File: src/self_cal_cfg.svh
// Constants for the self-calibration offset and gain correction block
`ifndef SELF_CAL_CFG_SVH
`define SELF_CAL_CFG_SVH
`define CAL_WIDTH          24
`define CAL_OFFSET_RESET   24'h000000
`define CAL_GAIN_RESET     24'h400000
`define CAL_GAIN_FRAC_BITS 22
`define SPI_ADDR_BITS      2
`define SPI_FRAME_BITS     32
`define REG_IDX_OFFSET     2'h0
`define REG_IDX_GAIN       2'h1
`define REG_IDX_CTRL       2'h2
`define CTRL_OFF_DIS_BIT   0
`define CTRL_GAIN_DIS_BIT  1
`define CTRL_RESET         2'h0
`define SPI_CMD_BITS       8
`define SPI_CMD_RD_BIT     7
`endif

File: src/self_cal_pkg.sv
// Types for the self-calibration offset and gain correction block
`default_nettype none
package self_cal_pkg;
  typedef enum logic [1:0] {ST_IDLE, ST_OFFSET, ST_GAIN, ST_DONE} corr_state_t;
endpackage
`default_nettype wire

File: src/self_cal_correct.sv
// Self-calibration register bank and offset/gain correction path
`timescale 1ns/1ns
`default_nettype none
`include "self_cal_cfg.svh"
module self_cal_correct
  #(parameter int DATA_W = `CAL_WIDTH)
  (
  input  wire logic              clk_i,
  input  wire logic              rst_i,
  input  wire logic              cs_n_i,
  input  wire logic              sclk_i,
  input  wire logic              sdi_i,
  output logic                   sdo_o,
  input  wire logic              cal_busy_i,
  input  wire logic              cal_load_i,
  input  wire logic [DATA_W-1:0] cal_offset_i,
  input  wire logic [DATA_W-1:0] cal_gain_i,
  input  wire logic              unipolar_i,
  input  wire logic              raw_valid_i,
  input  wire logic [DATA_W-1:0] raw_data_i,
  output logic                   out_valid_o,
  output logic [DATA_W-1:0]      out_data_o,
  output logic                   out_unipolar_o
  );
  localparam int EXT_W  = DATA_W + 2;
  localparam int PROD_W = EXT_W + DATA_W;
  localparam logic signed [EXT_W-1:0] MAX_CODE = EXT_W'({1'b0, {(DATA_W-1){1'b1}}});
  localparam logic signed [EXT_W-1:0] MIN_CODE = -MAX_CODE - EXT_W'(1);

  // ****************************************************************
  // Parameter checks
  // ****************************************************************
  if (DATA_W != `CAL_WIDTH)
  begin : g_width_check
    $error("self_cal_correct: DATA_W must equal the calibration register width");
  end
  if (`CAL_GAIN_FRAC_BITS != DATA_W - 2)
  begin : g_gain_format_check
    $error("self_cal_correct: gain format needs two integer bits");
  end

  // ****************************************************************
  // Register bank
  // ****************************************************************
  logic [DATA_W-1:0] self_cal_offset_reg;
  logic [DATA_W-1:0] self_cal_gain_reg;
  logic [1:0]        control_three_reg;
  logic [`SPI_ADDR_BITS-1:0] addr;
  logic              wr;
  logic [DATA_W-1:0] wr_data;
  wire               offset_correction_disable = control_three_reg[`CTRL_OFF_DIS_BIT];
  wire               gain_correction_disable   = control_three_reg[`CTRL_GAIN_DIS_BIT];
  wire               wr_offset = wr && (addr == `REG_IDX_OFFSET);
  wire               wr_gain   = wr && (addr == `REG_IDX_GAIN) && !cal_busy_i;
  wire               wr_ctrl   = wr && (addr == `REG_IDX_CTRL);
  wire [DATA_W-1:0]  rd_data =
    (addr == `REG_IDX_OFFSET) ? self_cal_offset_reg :
    (addr == `REG_IDX_GAIN)   ? self_cal_gain_reg :
    (addr == `REG_IDX_CTRL)   ? {{(DATA_W-2){1'b0}}, control_three_reg} : '0;
  // Index three reads as zero; writes to it match no decode and are lost
  // A self-calibration result wins over a software write in the same cycle
  wire [DATA_W-1:0]  self_cal_offset_next =
    cal_load_i ? cal_offset_i :
    wr_offset  ? wr_data : self_cal_offset_reg;
  wire [DATA_W-1:0]  self_cal_gain_next =
    cal_load_i ? cal_gain_i :
    wr_gain    ? wr_data : self_cal_gain_reg;
  wire [1:0]         control_three_next =
    wr_ctrl ? wr_data[`CTRL_GAIN_DIS_BIT:`CTRL_OFF_DIS_BIT] : control_three_reg;

  cal_serial_port #(.DATA_W(DATA_W)) u_cal_serial_port
  (
    .clk_i      (clk_i),
    .rst_i      (rst_i),
    .cs_n_i     (cs_n_i),
    .sclk_i     (sclk_i),
    .sdi_i      (sdi_i),
    .sdo_o      (sdo_o),
    .addr_o     (addr),
    .rd_start_o (),
    .rd_data_i  (rd_data),
    .wr_o       (wr),
    .wr_data_o  (wr_data)
  );

  always_ff @(posedge clk_i)
  begin
    if (rst_i)
    begin
      self_cal_offset_reg <= `CAL_OFFSET_RESET;
      self_cal_gain_reg   <= `CAL_GAIN_RESET;
      control_three_reg   <= `CTRL_RESET;
    end
    else
    begin
      self_cal_offset_reg <= self_cal_offset_next;
      self_cal_gain_reg   <= self_cal_gain_next;
      control_three_reg   <= control_three_next;
    end
  end

  // ****************************************************************
  // Offset and gain arithmetic
  // ****************************************************************
  // Two guard bits keep the offset difference exact before it saturates
  self_cal_pkg::corr_state_t state_reg;
  logic signed [EXT_W-1:0]  acc_reg;
  logic                     uni_reg;
  wire signed [EXT_W-1:0]   raw_ext = EXT_W'(signed'(raw_data_i));
  wire signed [EXT_W-1:0]   off_ext = EXT_W'(signed'(self_cal_offset_reg));
  wire signed [EXT_W-1:0]   off_sub = raw_ext - off_ext;
  wire signed [EXT_W-1:0]   off_res = offset_correction_disable ? raw_ext : off_sub;
  wire signed [EXT_W-1:0]   off_sat = (off_res > MAX_CODE) ? MAX_CODE :
                                      (off_res < MIN_CODE) ? MIN_CODE : off_res;
  // Gain is Q2.22: 0x400000 is unity, 0x7FFFFF is just under two
  wire signed [PROD_W-1:0]  prod = acc_reg * PROD_W'(signed'(self_cal_gain_reg));
  wire signed [PROD_W-1:0]  prod_rnd = prod + PROD_W'(1 << (`CAL_GAIN_FRAC_BITS - 1));
  wire signed [PROD_W-1:0]  prod_sh = prod_rnd >>> `CAL_GAIN_FRAC_BITS;
  wire signed [PROD_W-1:0]  max_w = PROD_W'(MAX_CODE);
  wire signed [PROD_W-1:0]  min_w = PROD_W'(MIN_CODE);
  wire signed [EXT_W-1:0]   gain_sat = (prod_sh > max_w) ? MAX_CODE :
                                       (prod_sh < min_w) ? MIN_CODE :
                                       EXT_W'(prod_sh);
  wire signed [EXT_W-1:0]   gain_res = gain_correction_disable ? acc_reg : gain_sat;

  // ****************************************************************
  // Sequencing
  // ****************************************************************
  self_cal_pkg::corr_state_t state_next;
  logic signed [EXT_W-1:0]  acc_next;
  logic                     uni_next;
  logic                     out_valid_next;
  logic [DATA_W-1:0]        out_data_next;
  logic                     out_unipolar_next;

  // One sample in flight; samples that arrive while busy are dropped
  always_comb
  begin
    state_next        = state_reg;
    acc_next          = acc_reg;
    uni_next          = uni_reg;
    out_valid_next    = 1'b0;
    out_data_next     = out_data_o;
    out_unipolar_next = out_unipolar_o;
    case (state_reg)
      self_cal_pkg::ST_IDLE:
      begin
        if (raw_valid_i)
        begin
          acc_next   = off_sat;
          uni_next   = unipolar_i;
          state_next = self_cal_pkg::ST_GAIN;
        end
      end
      self_cal_pkg::ST_GAIN:
      begin
        acc_next   = gain_res;
        state_next = self_cal_pkg::ST_DONE;
      end
      self_cal_pkg::ST_DONE:
      begin
        out_valid_next    = 1'b1;
        out_data_next     = acc_reg[DATA_W-1:0];
        out_unipolar_next = uni_reg;
        state_next        = self_cal_pkg::ST_IDLE;
      end
      default:
        state_next = self_cal_pkg::ST_IDLE;
    endcase
  end

  always_ff @(posedge clk_i)
  begin
    if (rst_i)
    begin
      state_reg <= self_cal_pkg::ST_IDLE;
      acc_reg   <= '0;
      uni_reg   <= 1'b0;
    end
    else
    begin
      state_reg <= state_next;
      acc_reg   <= acc_next;
      uni_reg   <= uni_next;
    end
  end

  // ****************************************************************
  // Output registers
  // ****************************************************************
  // Each result holds on the outputs until the next one replaces it
  always_ff @(posedge clk_i)
  begin
    if (rst_i)
    begin
      out_valid_o    <= 1'b0;
      out_data_o     <= '0;
      out_unipolar_o <= 1'b0;
    end
    else
    begin
      out_valid_o    <= out_valid_next;
      out_data_o     <= out_data_next;
      out_unipolar_o <= out_unipolar_next;
    end
  end
endmodule
`default_nettype wire

File: src/cal_serial_port.sv
// Serial register port: mode 0, MSB first, 8-bit command then 24-bit data
`timescale 1ns/1ns
`default_nettype none
`include "self_cal_cfg.svh"
module cal_serial_port
  #(parameter int DATA_W = `CAL_WIDTH)
  (
  input  wire logic              clk_i,
  input  wire logic              rst_i,
  input  wire logic              cs_n_i,
  input  wire logic              sclk_i,
  input  wire logic              sdi_i,
  output logic                   sdo_o,
  output logic [`SPI_ADDR_BITS-1:0] addr_o,
  output logic                   rd_start_o,
  input  wire logic [DATA_W-1:0] rd_data_i,
  output logic                   wr_o,
  output logic [DATA_W-1:0]      wr_data_o
  );
  localparam int CNT_W = 6;
  logic             sclk_reg;
  logic [CNT_W-1:0] cnt_reg;
  logic [7:0]       cmd_reg;
  logic [DATA_W-1:0] shin_reg;
  logic [DATA_W-1:0] shout_reg;
  wire              rise  = sclk_i & ~sclk_reg;
  wire              fall  = ~sclk_i & sclk_reg;
  wire              cmd_done = rise && (cnt_reg == CNT_W'(`SPI_CMD_BITS - 1));
  wire              frame_done = rise && (cnt_reg == CNT_W'(`SPI_FRAME_BITS - 1));
  wire [7:0]        cmd_next = {cmd_reg[6:0], sdi_i};
  if (DATA_W != `CAL_WIDTH || `SPI_FRAME_BITS != `SPI_CMD_BITS + DATA_W)
  begin : g_frame_check
    $error("cal_serial_port: frame must be a command byte plus one register");
  end
  always_ff @(posedge clk_i)
  begin
    if (rst_i || cs_n_i)
    begin
      sclk_reg   <= 1'b0;
      cnt_reg    <= '0;
      cmd_reg    <= 8'h00;
      shin_reg   <= '0;
      shout_reg  <= '0;
      sdo_o      <= 1'b0;
      rd_start_o <= 1'b0;
      wr_o       <= 1'b0;
      addr_o     <= '0;
      wr_data_o  <= '0;
    end
    else
    begin
      sclk_reg   <= sclk_i;
      rd_start_o <= cmd_done && cmd_next[`SPI_CMD_RD_BIT];
      wr_o       <= frame_done && !cmd_reg[`SPI_CMD_RD_BIT];
      if (rise)
      begin
        cnt_reg <= cnt_reg + CNT_W'(1);
        if (cnt_reg < CNT_W'(`SPI_CMD_BITS))
          cmd_reg <= cmd_next;
        else
          shin_reg <= {shin_reg[DATA_W-2:0], sdi_i};
      end
      if (cmd_done)
        addr_o <= cmd_next[`SPI_ADDR_BITS-1:0];
      if (frame_done)
        wr_data_o <= {shin_reg[DATA_W-2:0], sdi_i};
      if (rd_start_o)
      begin
        shout_reg <= {rd_data_i[DATA_W-2:0], 1'b0};
        sdo_o     <= rd_data_i[DATA_W-1];
      end
      else if (fall && cnt_reg > CNT_W'(`SPI_CMD_BITS))
      begin
        sdo_o     <= shout_reg[DATA_W-1];
        shout_reg <= {shout_reg[DATA_W-2:0], 1'b0};
      end
    end
  end
endmodule
`default_nettype wire

File: config.mk
export PLATFORM = sky130hd
export DESIGN_NAME = self_cal_correct
export DESIGN_NICKNAME = d
export VERILOG_FILES = /design/src/self_cal_pkg.sv /design/src/self_cal_correct.sv /design/src/cal_serial_port.sv
export VERILOG_INCLUDE_DIRS = /design/src
export SDC_FILE = /design/constraint.sdc
export NUM_CORES = 2
export LEC_CHECK = 0
export BUFFER_PORTS_ARGS = -buffer_cell sky130_fd_sc_hd__buf_2
export CAP_MARGIN = 20
export CORE_MARGIN = 5
export CORE_UTILIZATION = 55
export CTS_CLUSTER_SIZE = 28
export DETAILED_ROUTE_END_ITERATION = 12
export PLACE_DENSITY = 0.75
export SYNTH_ARGS = -nofsm -noshare
export SYNTH_HDL_FRONTEND = slang
export SYNTH_SLANG_ARGS = --single-unit
File: constraint.sdc
create_clock -name clk_i -period 7.2 [get_ports clk_i]
set_input_delay 2.16 -clock clk_i [delete_from_list [all_inputs] [get_ports clk_i]]
set_output_delay 2.16 -clock clk_i [all_outputs]
set_load 0.01 [all_outputs]
Yosys cells after proc, flatten, opt, wreduce, memory -nomap -nowiden
Cells that the tools add are included.
{ "totals": {"inputBits": 81, "rom_bits": 0, "latch_bits": 0, "output_inout_bits": 27, "mem_bits_rw": 0, "wordCells": 86, "ff_bits": 195, "memories": 0} }
{ "op_classes": {"magnitude_cmp": 6, "eq_ne": 8, "n_div": 0, "add_sub_neg": 3, "bitwise_logic": 5, "n_mul": 1, "reduce_logical": 22, "mux": 22, "shifts": 0} }
{ "op_table": {"columns": ["op", "count"], "rows": [
  ["$mux 24", 8],
  ["$mux 26", 7],
  ["$pmux 26 s2", 1],
  ["$add 50x23->50 const B", 1],
  ["$mul 26x24->50", 1],
  ["$gt 28x24->1 const B", 1],
  ["$lt 28x24->1 const B", 1],
  ["$gt 26x24->1 const B", 1],
  ["$lt 26x24->1 const B", 1],
  ["$sub 24x24->25", 1],
  ["$logic_and 1x1->1", 9],
  ["$reduce_bool 2->1", 4],
  ["$add 6x1->6 const B", 1],
  ["$eq 2x2->1 const B", 3],
  ["$eq 6x3->1 const B", 1],
  ["$eq 6x5->1 const B", 1],
  ["$gt 6x4->1 const B", 1],
  ["$lt 6x4->1 const B", 1],
  ["$reduce_and 2->1", 3],
  ["$logic_not 2->1", 2],
  ["$mux 2", 2],
  ["$ne 2x2->1 const B", 2],
  ["$pmux 2 s2", 1],
  ["$mux 1", 3],
  ["other kinds (6)", 10]
]} }

Depth between registers and ports, before layout
{ "logic_depth": {"word_depth": 7, "mapped_depth": 30, "depth_no_buf": 26} }

Hierarchy
From an unflattened synthesis, not the netlist that was laid out.
{ "hier_totals": {"cells_unflattened": 3720, "hier_area_um2": 32200.9} }
{ "by_module_without_submodules": {"columns": ["module", "cells_per_inst", "instances", "area_per_inst_um2", "seq_area_each_um2"], "rows": [
  ["self_cal_correct", 3286, 1, 28594.9, 2102.0],
  ["cal_serial_port", 434, 1, 3606.0, 1801.7]
]} }

Worst setup path before layout
OpenSTA, ideal clock, no wires.
{ "synth_timing": {"path_kind": "flip-flop to flip-flop", "startpoint": "reg self_cal_gain_reg[2]", "endpoint": "reg acc_reg[10]", "t_required_ps": 7078, "period_less_slack_ps": 7725, "slack_ps": -525, "setup_time_ps": 122, "path_buffers": 3, "t_arrival_ps": 7603, "stages_incl_launch_ff": 25, "path_cell_list": "dfxtp_1 > clkbuf_1 > clkbuf_1 > and2_1 > fa_1 > fa_1 > inv_1 > fa_1 > inv_1 > fa_1 > fa_1 > fa_1 > fa_1 > ha_1 > clkbuf_1 > nand4_1 > nor3_1 > nand4_1 > a2111oi_0 > nor4_1 > xnor2_1 > nor2_2 > a32oi_4 > nand2b_2 > a221o_1"} }
{ "synth_between": {"elab_chain_len": 7, "word_cells_on_any_way": 8, "classes_between": "add/sub (1); mul (1); order compare (2); mux (4)"} }
{ "synth_rtl": {"columns": ["item", "line_no", "text"], "rows": [
  ["from (decl)", "self_cal_correct.sv:46", "logic [DATA_W-1:0] self_cal_gain_reg;"],
  ["from (signal assigned)", "self_cal_correct.sv:91", "self_cal_gain_reg <= `CAL_GAIN_RESET;"],
  ["from (signal assigned)", "self_cal_correct.sv:97", "self_cal_gain_reg <= self_cal_gain_next;"],
  ["$mul 26x24->50 (*)", "self_cal_correct.sv:116", "wire signed [PROD_W-1:0] prod = acc_reg * PROD_W'(signed'(self_cal_gain_reg));"],
  ["$add 50x23->50 (*)", "self_cal_correct.sv:117", "wire signed [PROD_W-1:0] prod_rnd = prod + PROD_W'(1 << (`CAL_GAIN_FRAC_BITS - 1));"],
  ["$lt 28x24->1", "self_cal_correct.sv:122", "(prod_sh < min_w) ? MIN_CODE :"],
  ["$mux 26", "self_cal_correct.sv:122", null],
  ["$mux 26 (*)", "self_cal_correct.sv:121", "wire signed [EXT_W-1:0] gain_sat = (prod_sh > max_w) ? MAX_CODE :"],
  ["$mux 26 (*)", "self_cal_correct.sv:124", "wire signed [EXT_W-1:0] gain_res = gain_correction_disable ? acc_reg : gain_sat;"],
  ["$pmux 26 s2 (*)", "self_cal_correct.sv:145", "case (state_reg)"],
  ["to (signal assigned)", "self_cal_correct.sv:183", "acc_reg <= acc_next;"],
  ["to (decl)", "self_cal_correct.sv:107", "logic signed [EXT_W-1:0] acc_reg;"]
]} }
Mark *: on every way between the ends. The rest lies on a longest branch, timed or not. The select of a mux whose other input is x is not followed.
A chain may end at the register's enable or synchronous reset.

Worst setup path in the final report
{ "layout_timing": {"startpoint": "reg acc_reg[25]", "endpoint": "reg acc_reg[9]"} }
{ "layout_between": {"elab_chain_len": 7, "word_cells_on_any_way": 8, "classes_between": "add/sub (1); mul (1); order compare (2); mux (4)"} }
{ "layout_rtl": {"columns": ["item", "line_no"], "rows": [
  ["$mul 26x24->50 (*)", "self_cal_correct.sv:116"],
  ["$add 50x23->50 (*)", "self_cal_correct.sv:117"],
  ["$lt 28x24->1", "self_cal_correct.sv:122"],
  ["$mux 26", "self_cal_correct.sv:122"],
  ["$mux 26 (*)", "self_cal_correct.sv:121"],
  ["$mux 26 (*)", "self_cal_correct.sv:124"],
  ["$pmux 26 s2 (*)", "self_cal_correct.sv:145"]
]} }
Marks and branches as above.

==> impl_metrics.env <==
export IMPL_cts_tree="done"
export IMPL_viasPerCell=5.592
export IMPL_max_cap_violations=0
export IMPL_ioPinCount=108
export IMPL_period_minus_slack_ns=7.291
export IMPL_numCtsBuffers=17
export IMPL_syn2layout_area_growth_pct=16.77
export IMPL_violations="negative setup slack"
export IMPL_cp_end_kind="flip-flop"
export IMPL_mappedNetlistNets=4666
export IMPL_drt_initial_drc_count=2004
export IMPL_antenna_found_initial=2
export IMPL_dpl_worst_slack_ns=-0.2391
export IMPL_total_power_w=0.02031
export IMPL_postLayoutCoreUtil_pct=65.03
export IMPL_clock_latency_ns=0.48
export IMPL_mostFrequentLayoutCell="inv_1"
export IMPL_r2r_cells=24
export IMPL_crit_arrival_ns=7.69
export IMPL_r2r_start="acc_reg[25]$_SDFFE_PP0P_"
export IMPL_dp_cells=4687
export IMPL_drtAntennaViolNets=0
export IMPL_setup_viol_count_final=20
export IMPL_fmax_mhz=137.2
export IMPL_hold_violations=0
export IMPL_rrSetupSlack_ns=-0.09
export IMPL_drt_pass1_iterations=6
export IMPL_routed_wirelength_um=94430
export IMPL_skew_ns=0.02914
export IMPL_cts_buffer_depth=2
export IMPL_start_kind="flip-flop"
export IMPL_synth_seq_cells=195
export IMPL_clkSinkCount=195
export IMPL_fin_crit_sh_pct=101.3
export IMPL_hold_path_class="flip-flop to flip-flop"
export IMPL_critPathMaxFanout=8
export IMPL_dr_total_vias=26655
export IMPL_synth_enable_flop_cells=0
export IMPL_rsz0062_at_grt="yes"
export IMPL_rows=88
export IMPL_grt_max_degree=71
export IMPL_overflow=0
export IMPL_cp_required_ns=7.59
export IMPL_p_per_area_nw_per_um2=539.3
export IMPL_timing_rr_end="acc_reg[9]$_SDFFE_PP0P_"
export IMPL_cts_root_buf="clkbuf_16"
export IMPL_irDropWorstVdd_mv=0.6198
export IMPL_fin_nets=4879
export IMPL_largest_reg_flops=26
export IMPL_io_buffers=107
export IMPL_grt_pass1_vias=27995
export IMPL_wl_per_cell_um=19.81
export IMPL_async_flop_share_pct=0
export IMPL_grt_pass1_wl_um=147000
export IMPL_layout_common_cells="inv_1, fa_1, nand2_1"
export IMPL_initial_utilization_pct=55.69
export IMPL_synth_cell_types=73
export IMPL_tightest_slew_ns=0.9983
export IMPL_yosysWarnings=0
export IMPL_dieArea_um2=63580
export IMPL_crit_type="flip-flop to flip-flop"
export IMPL_p_leak_nw=17.41
export IMPL_hold_ws_ns=0.4265
export IMPL_die_h_um=252.2
export IMPL_syn_inst=3775
export IMPL_crit_start="acc_reg[25]$_SDFFE_PP0P_"
export IMPL_coreArea_um2=57920
export IMPL_grt_util_all_layers_pct=29.16
export IMPL_h_tree_depth=4
export IMPL_drcViolationCount=0
export IMPL_slew_violations=0
export IMPL_gp_congestion=0.9766
export IMPL_layoutNonFillerInstCount=4767
export IMPL_ys_seq_area_share_pct=12.10
export IMPL_hpwl_um=72300
export IMPL_cts_hold_buf=0
export IMPL_clk_transition_reported_paths_ns=0.11
export IMPL_status="finished with violations"
export IMPL_setup_slack_ns=-0.09116
export IMPL_synth_main_ff_cell="dfxtp_1"
export IMPL_drive_above_1_share_pct=15.67
export IMPL_synth_avg_cell_area_um2=8.544
export IMPL_syn_cell_area_um2=32250
export IMPL_holdPathStages=1
export IMPL_die_w_um=252.2
export IMPL_relSlewSlack_pct=33.44
export IMPL_crit_end="acc_reg[9]$_SDFFE_PP0P_"
## per-layer routing
layer  vias up  GRT usage (%)  share of wire (%)
met3       239          5.783                8.1
met2      1112          49.06                 49
met4         0          10.51                4.4
met1     13337          37.83                 39
li1      11967              -                  -
met5         -              0                  0
## final cells by class
| type | count | area [µm²] |
|---|---|---|
| flip-flops and latches | 195 | 3984 |
| repair buffers | 420 | 3806 |
| fillers | 4691 | 20250 |
| clock inverters | 15 | 239.0 |
| inverters | 709 | 2665 |
| diodes | 1 | 2.502 |
| well taps | 765 | 957.2 |
| multi-input cells | 2645 | 25580 |
| clock buffers | 17 | 425.4 |
## power by group
part | internal (W) | switching (W)
Sequential | 0.00117 | 0.000114
Combinational | 0.00818 | 0.00977
Clock | 0.000523 | 0.000554
Total | 0.00987 | 0.0104
## stage by stage
stage / setup TNS, ns / instance area (µm²)
floorplan: 0 / 32320
global placement: -3.004 / 35540
detailed placement: -3.884 / 35540
CTS: 0 / 36900
global route: -5.422 / 37660
finish: -0.6093 / 37660
## timing repair
action	CTS	global route
gates resized for setup	103	108
cloned	8	6
endpoints found under the setup margin	26	26
pin swaps	62	89
setup buffers	11	24
hold endpoints to repair	0	0
## cells by family after synthesis
kind of cell / Yosys count / share of synthesized area, %
DFF: 195 / 12.10
adders and majority gates: 810 / 46.60
muxes: 60 / 1.870
and+or+nand+nor: 1200 / 17.12
AOI/OAI and AO/OA: 512 / 9.652
xor gates and xnor gates: 63 / 1.711
buffers and inverters: 935 / 10.95
## worst min path at each step
| stage | startpoint | slack (ns) | to |
|---|---|---|---|
| finish | u_cal_serial_port.cmd_reg[7]$_SDFFE_PP0P_ | 0.43 | u_cal_serial_port.wr_o$_SDFF_PP0_ |
| global route | uni_reg$_SDFFE_PP0P_ | 0.47 | out_unipolar_o$_SDFFE_PP0P_ |
| CTS | u_cal_serial_port.cmd_reg[7]$_SDFFE_PP0P_ | 0.43 | u_cal_serial_port.wr_o$_SDFF_PP0_ |
| detailed placement | u_cal_serial_port.cmd_reg[7]$_SDFFE_PP0P_ | 0.41 | u_cal_serial_port.wr_o$_SDFF_PP0_ |
| global placement | u_cal_serial_port.cmd_reg[7]$_SDFFE_PP0P_ | 0.41 | u_cal_serial_port.wr_o$_SDFF_PP0_ |
| floorplan | u_cal_serial_port.cmd_reg[7]$_SDFFE_PP0P_ | 0.40 | u_cal_serial_port.wr_o$_SDFF_PP0_ |
## worst max-delay path, cell delays in order, from the launching register on
cell and delay [ns]:
dfxtp_4 0.40, buf_6 0.14, and2_4 0.16, fa_2 0.59, inv_2 0.05, fa_1 0.49
fa_2 0.64, clkinvlp_4 0.15, buf_12 0.15, fa_1 0.52, fa_1 0.44, fa_1 0.56
fa_1 0.45, ha_4 0.32, and3_4 0.19, nand3_2 0.08, or3_4 0.37, o21ai_2 0.20
a2111oi_4 0.06, a211oi_2 0.30, nand3b_1 0.17, o211ai_4 0.28, buf_6 0.18, a211oi_2 0.08
o21ai_1 0.19
## cells in the mapped netlist (all sizes together), types with 18 or more instances
master	count	area [µm²]
o221ai	22	192.7
nand2	565	2123
clkbuf	207	777.0
nand4	18	112.6
nor2	217	817.0
a21oi	244	1229
dfxtp	195	3904
a211oi	35	272.8
nand2b	18	115.1
nand3	35	175.2
fa	652	13050
and2	288	1802
inv	709	2661
nor3	23	115.1
buf	19	92.59
xnor2	47	411.6
o21ai	100	500.5
mux2i	58	580.6
ha	158	1977
Power figures use the tool's default switching activity.
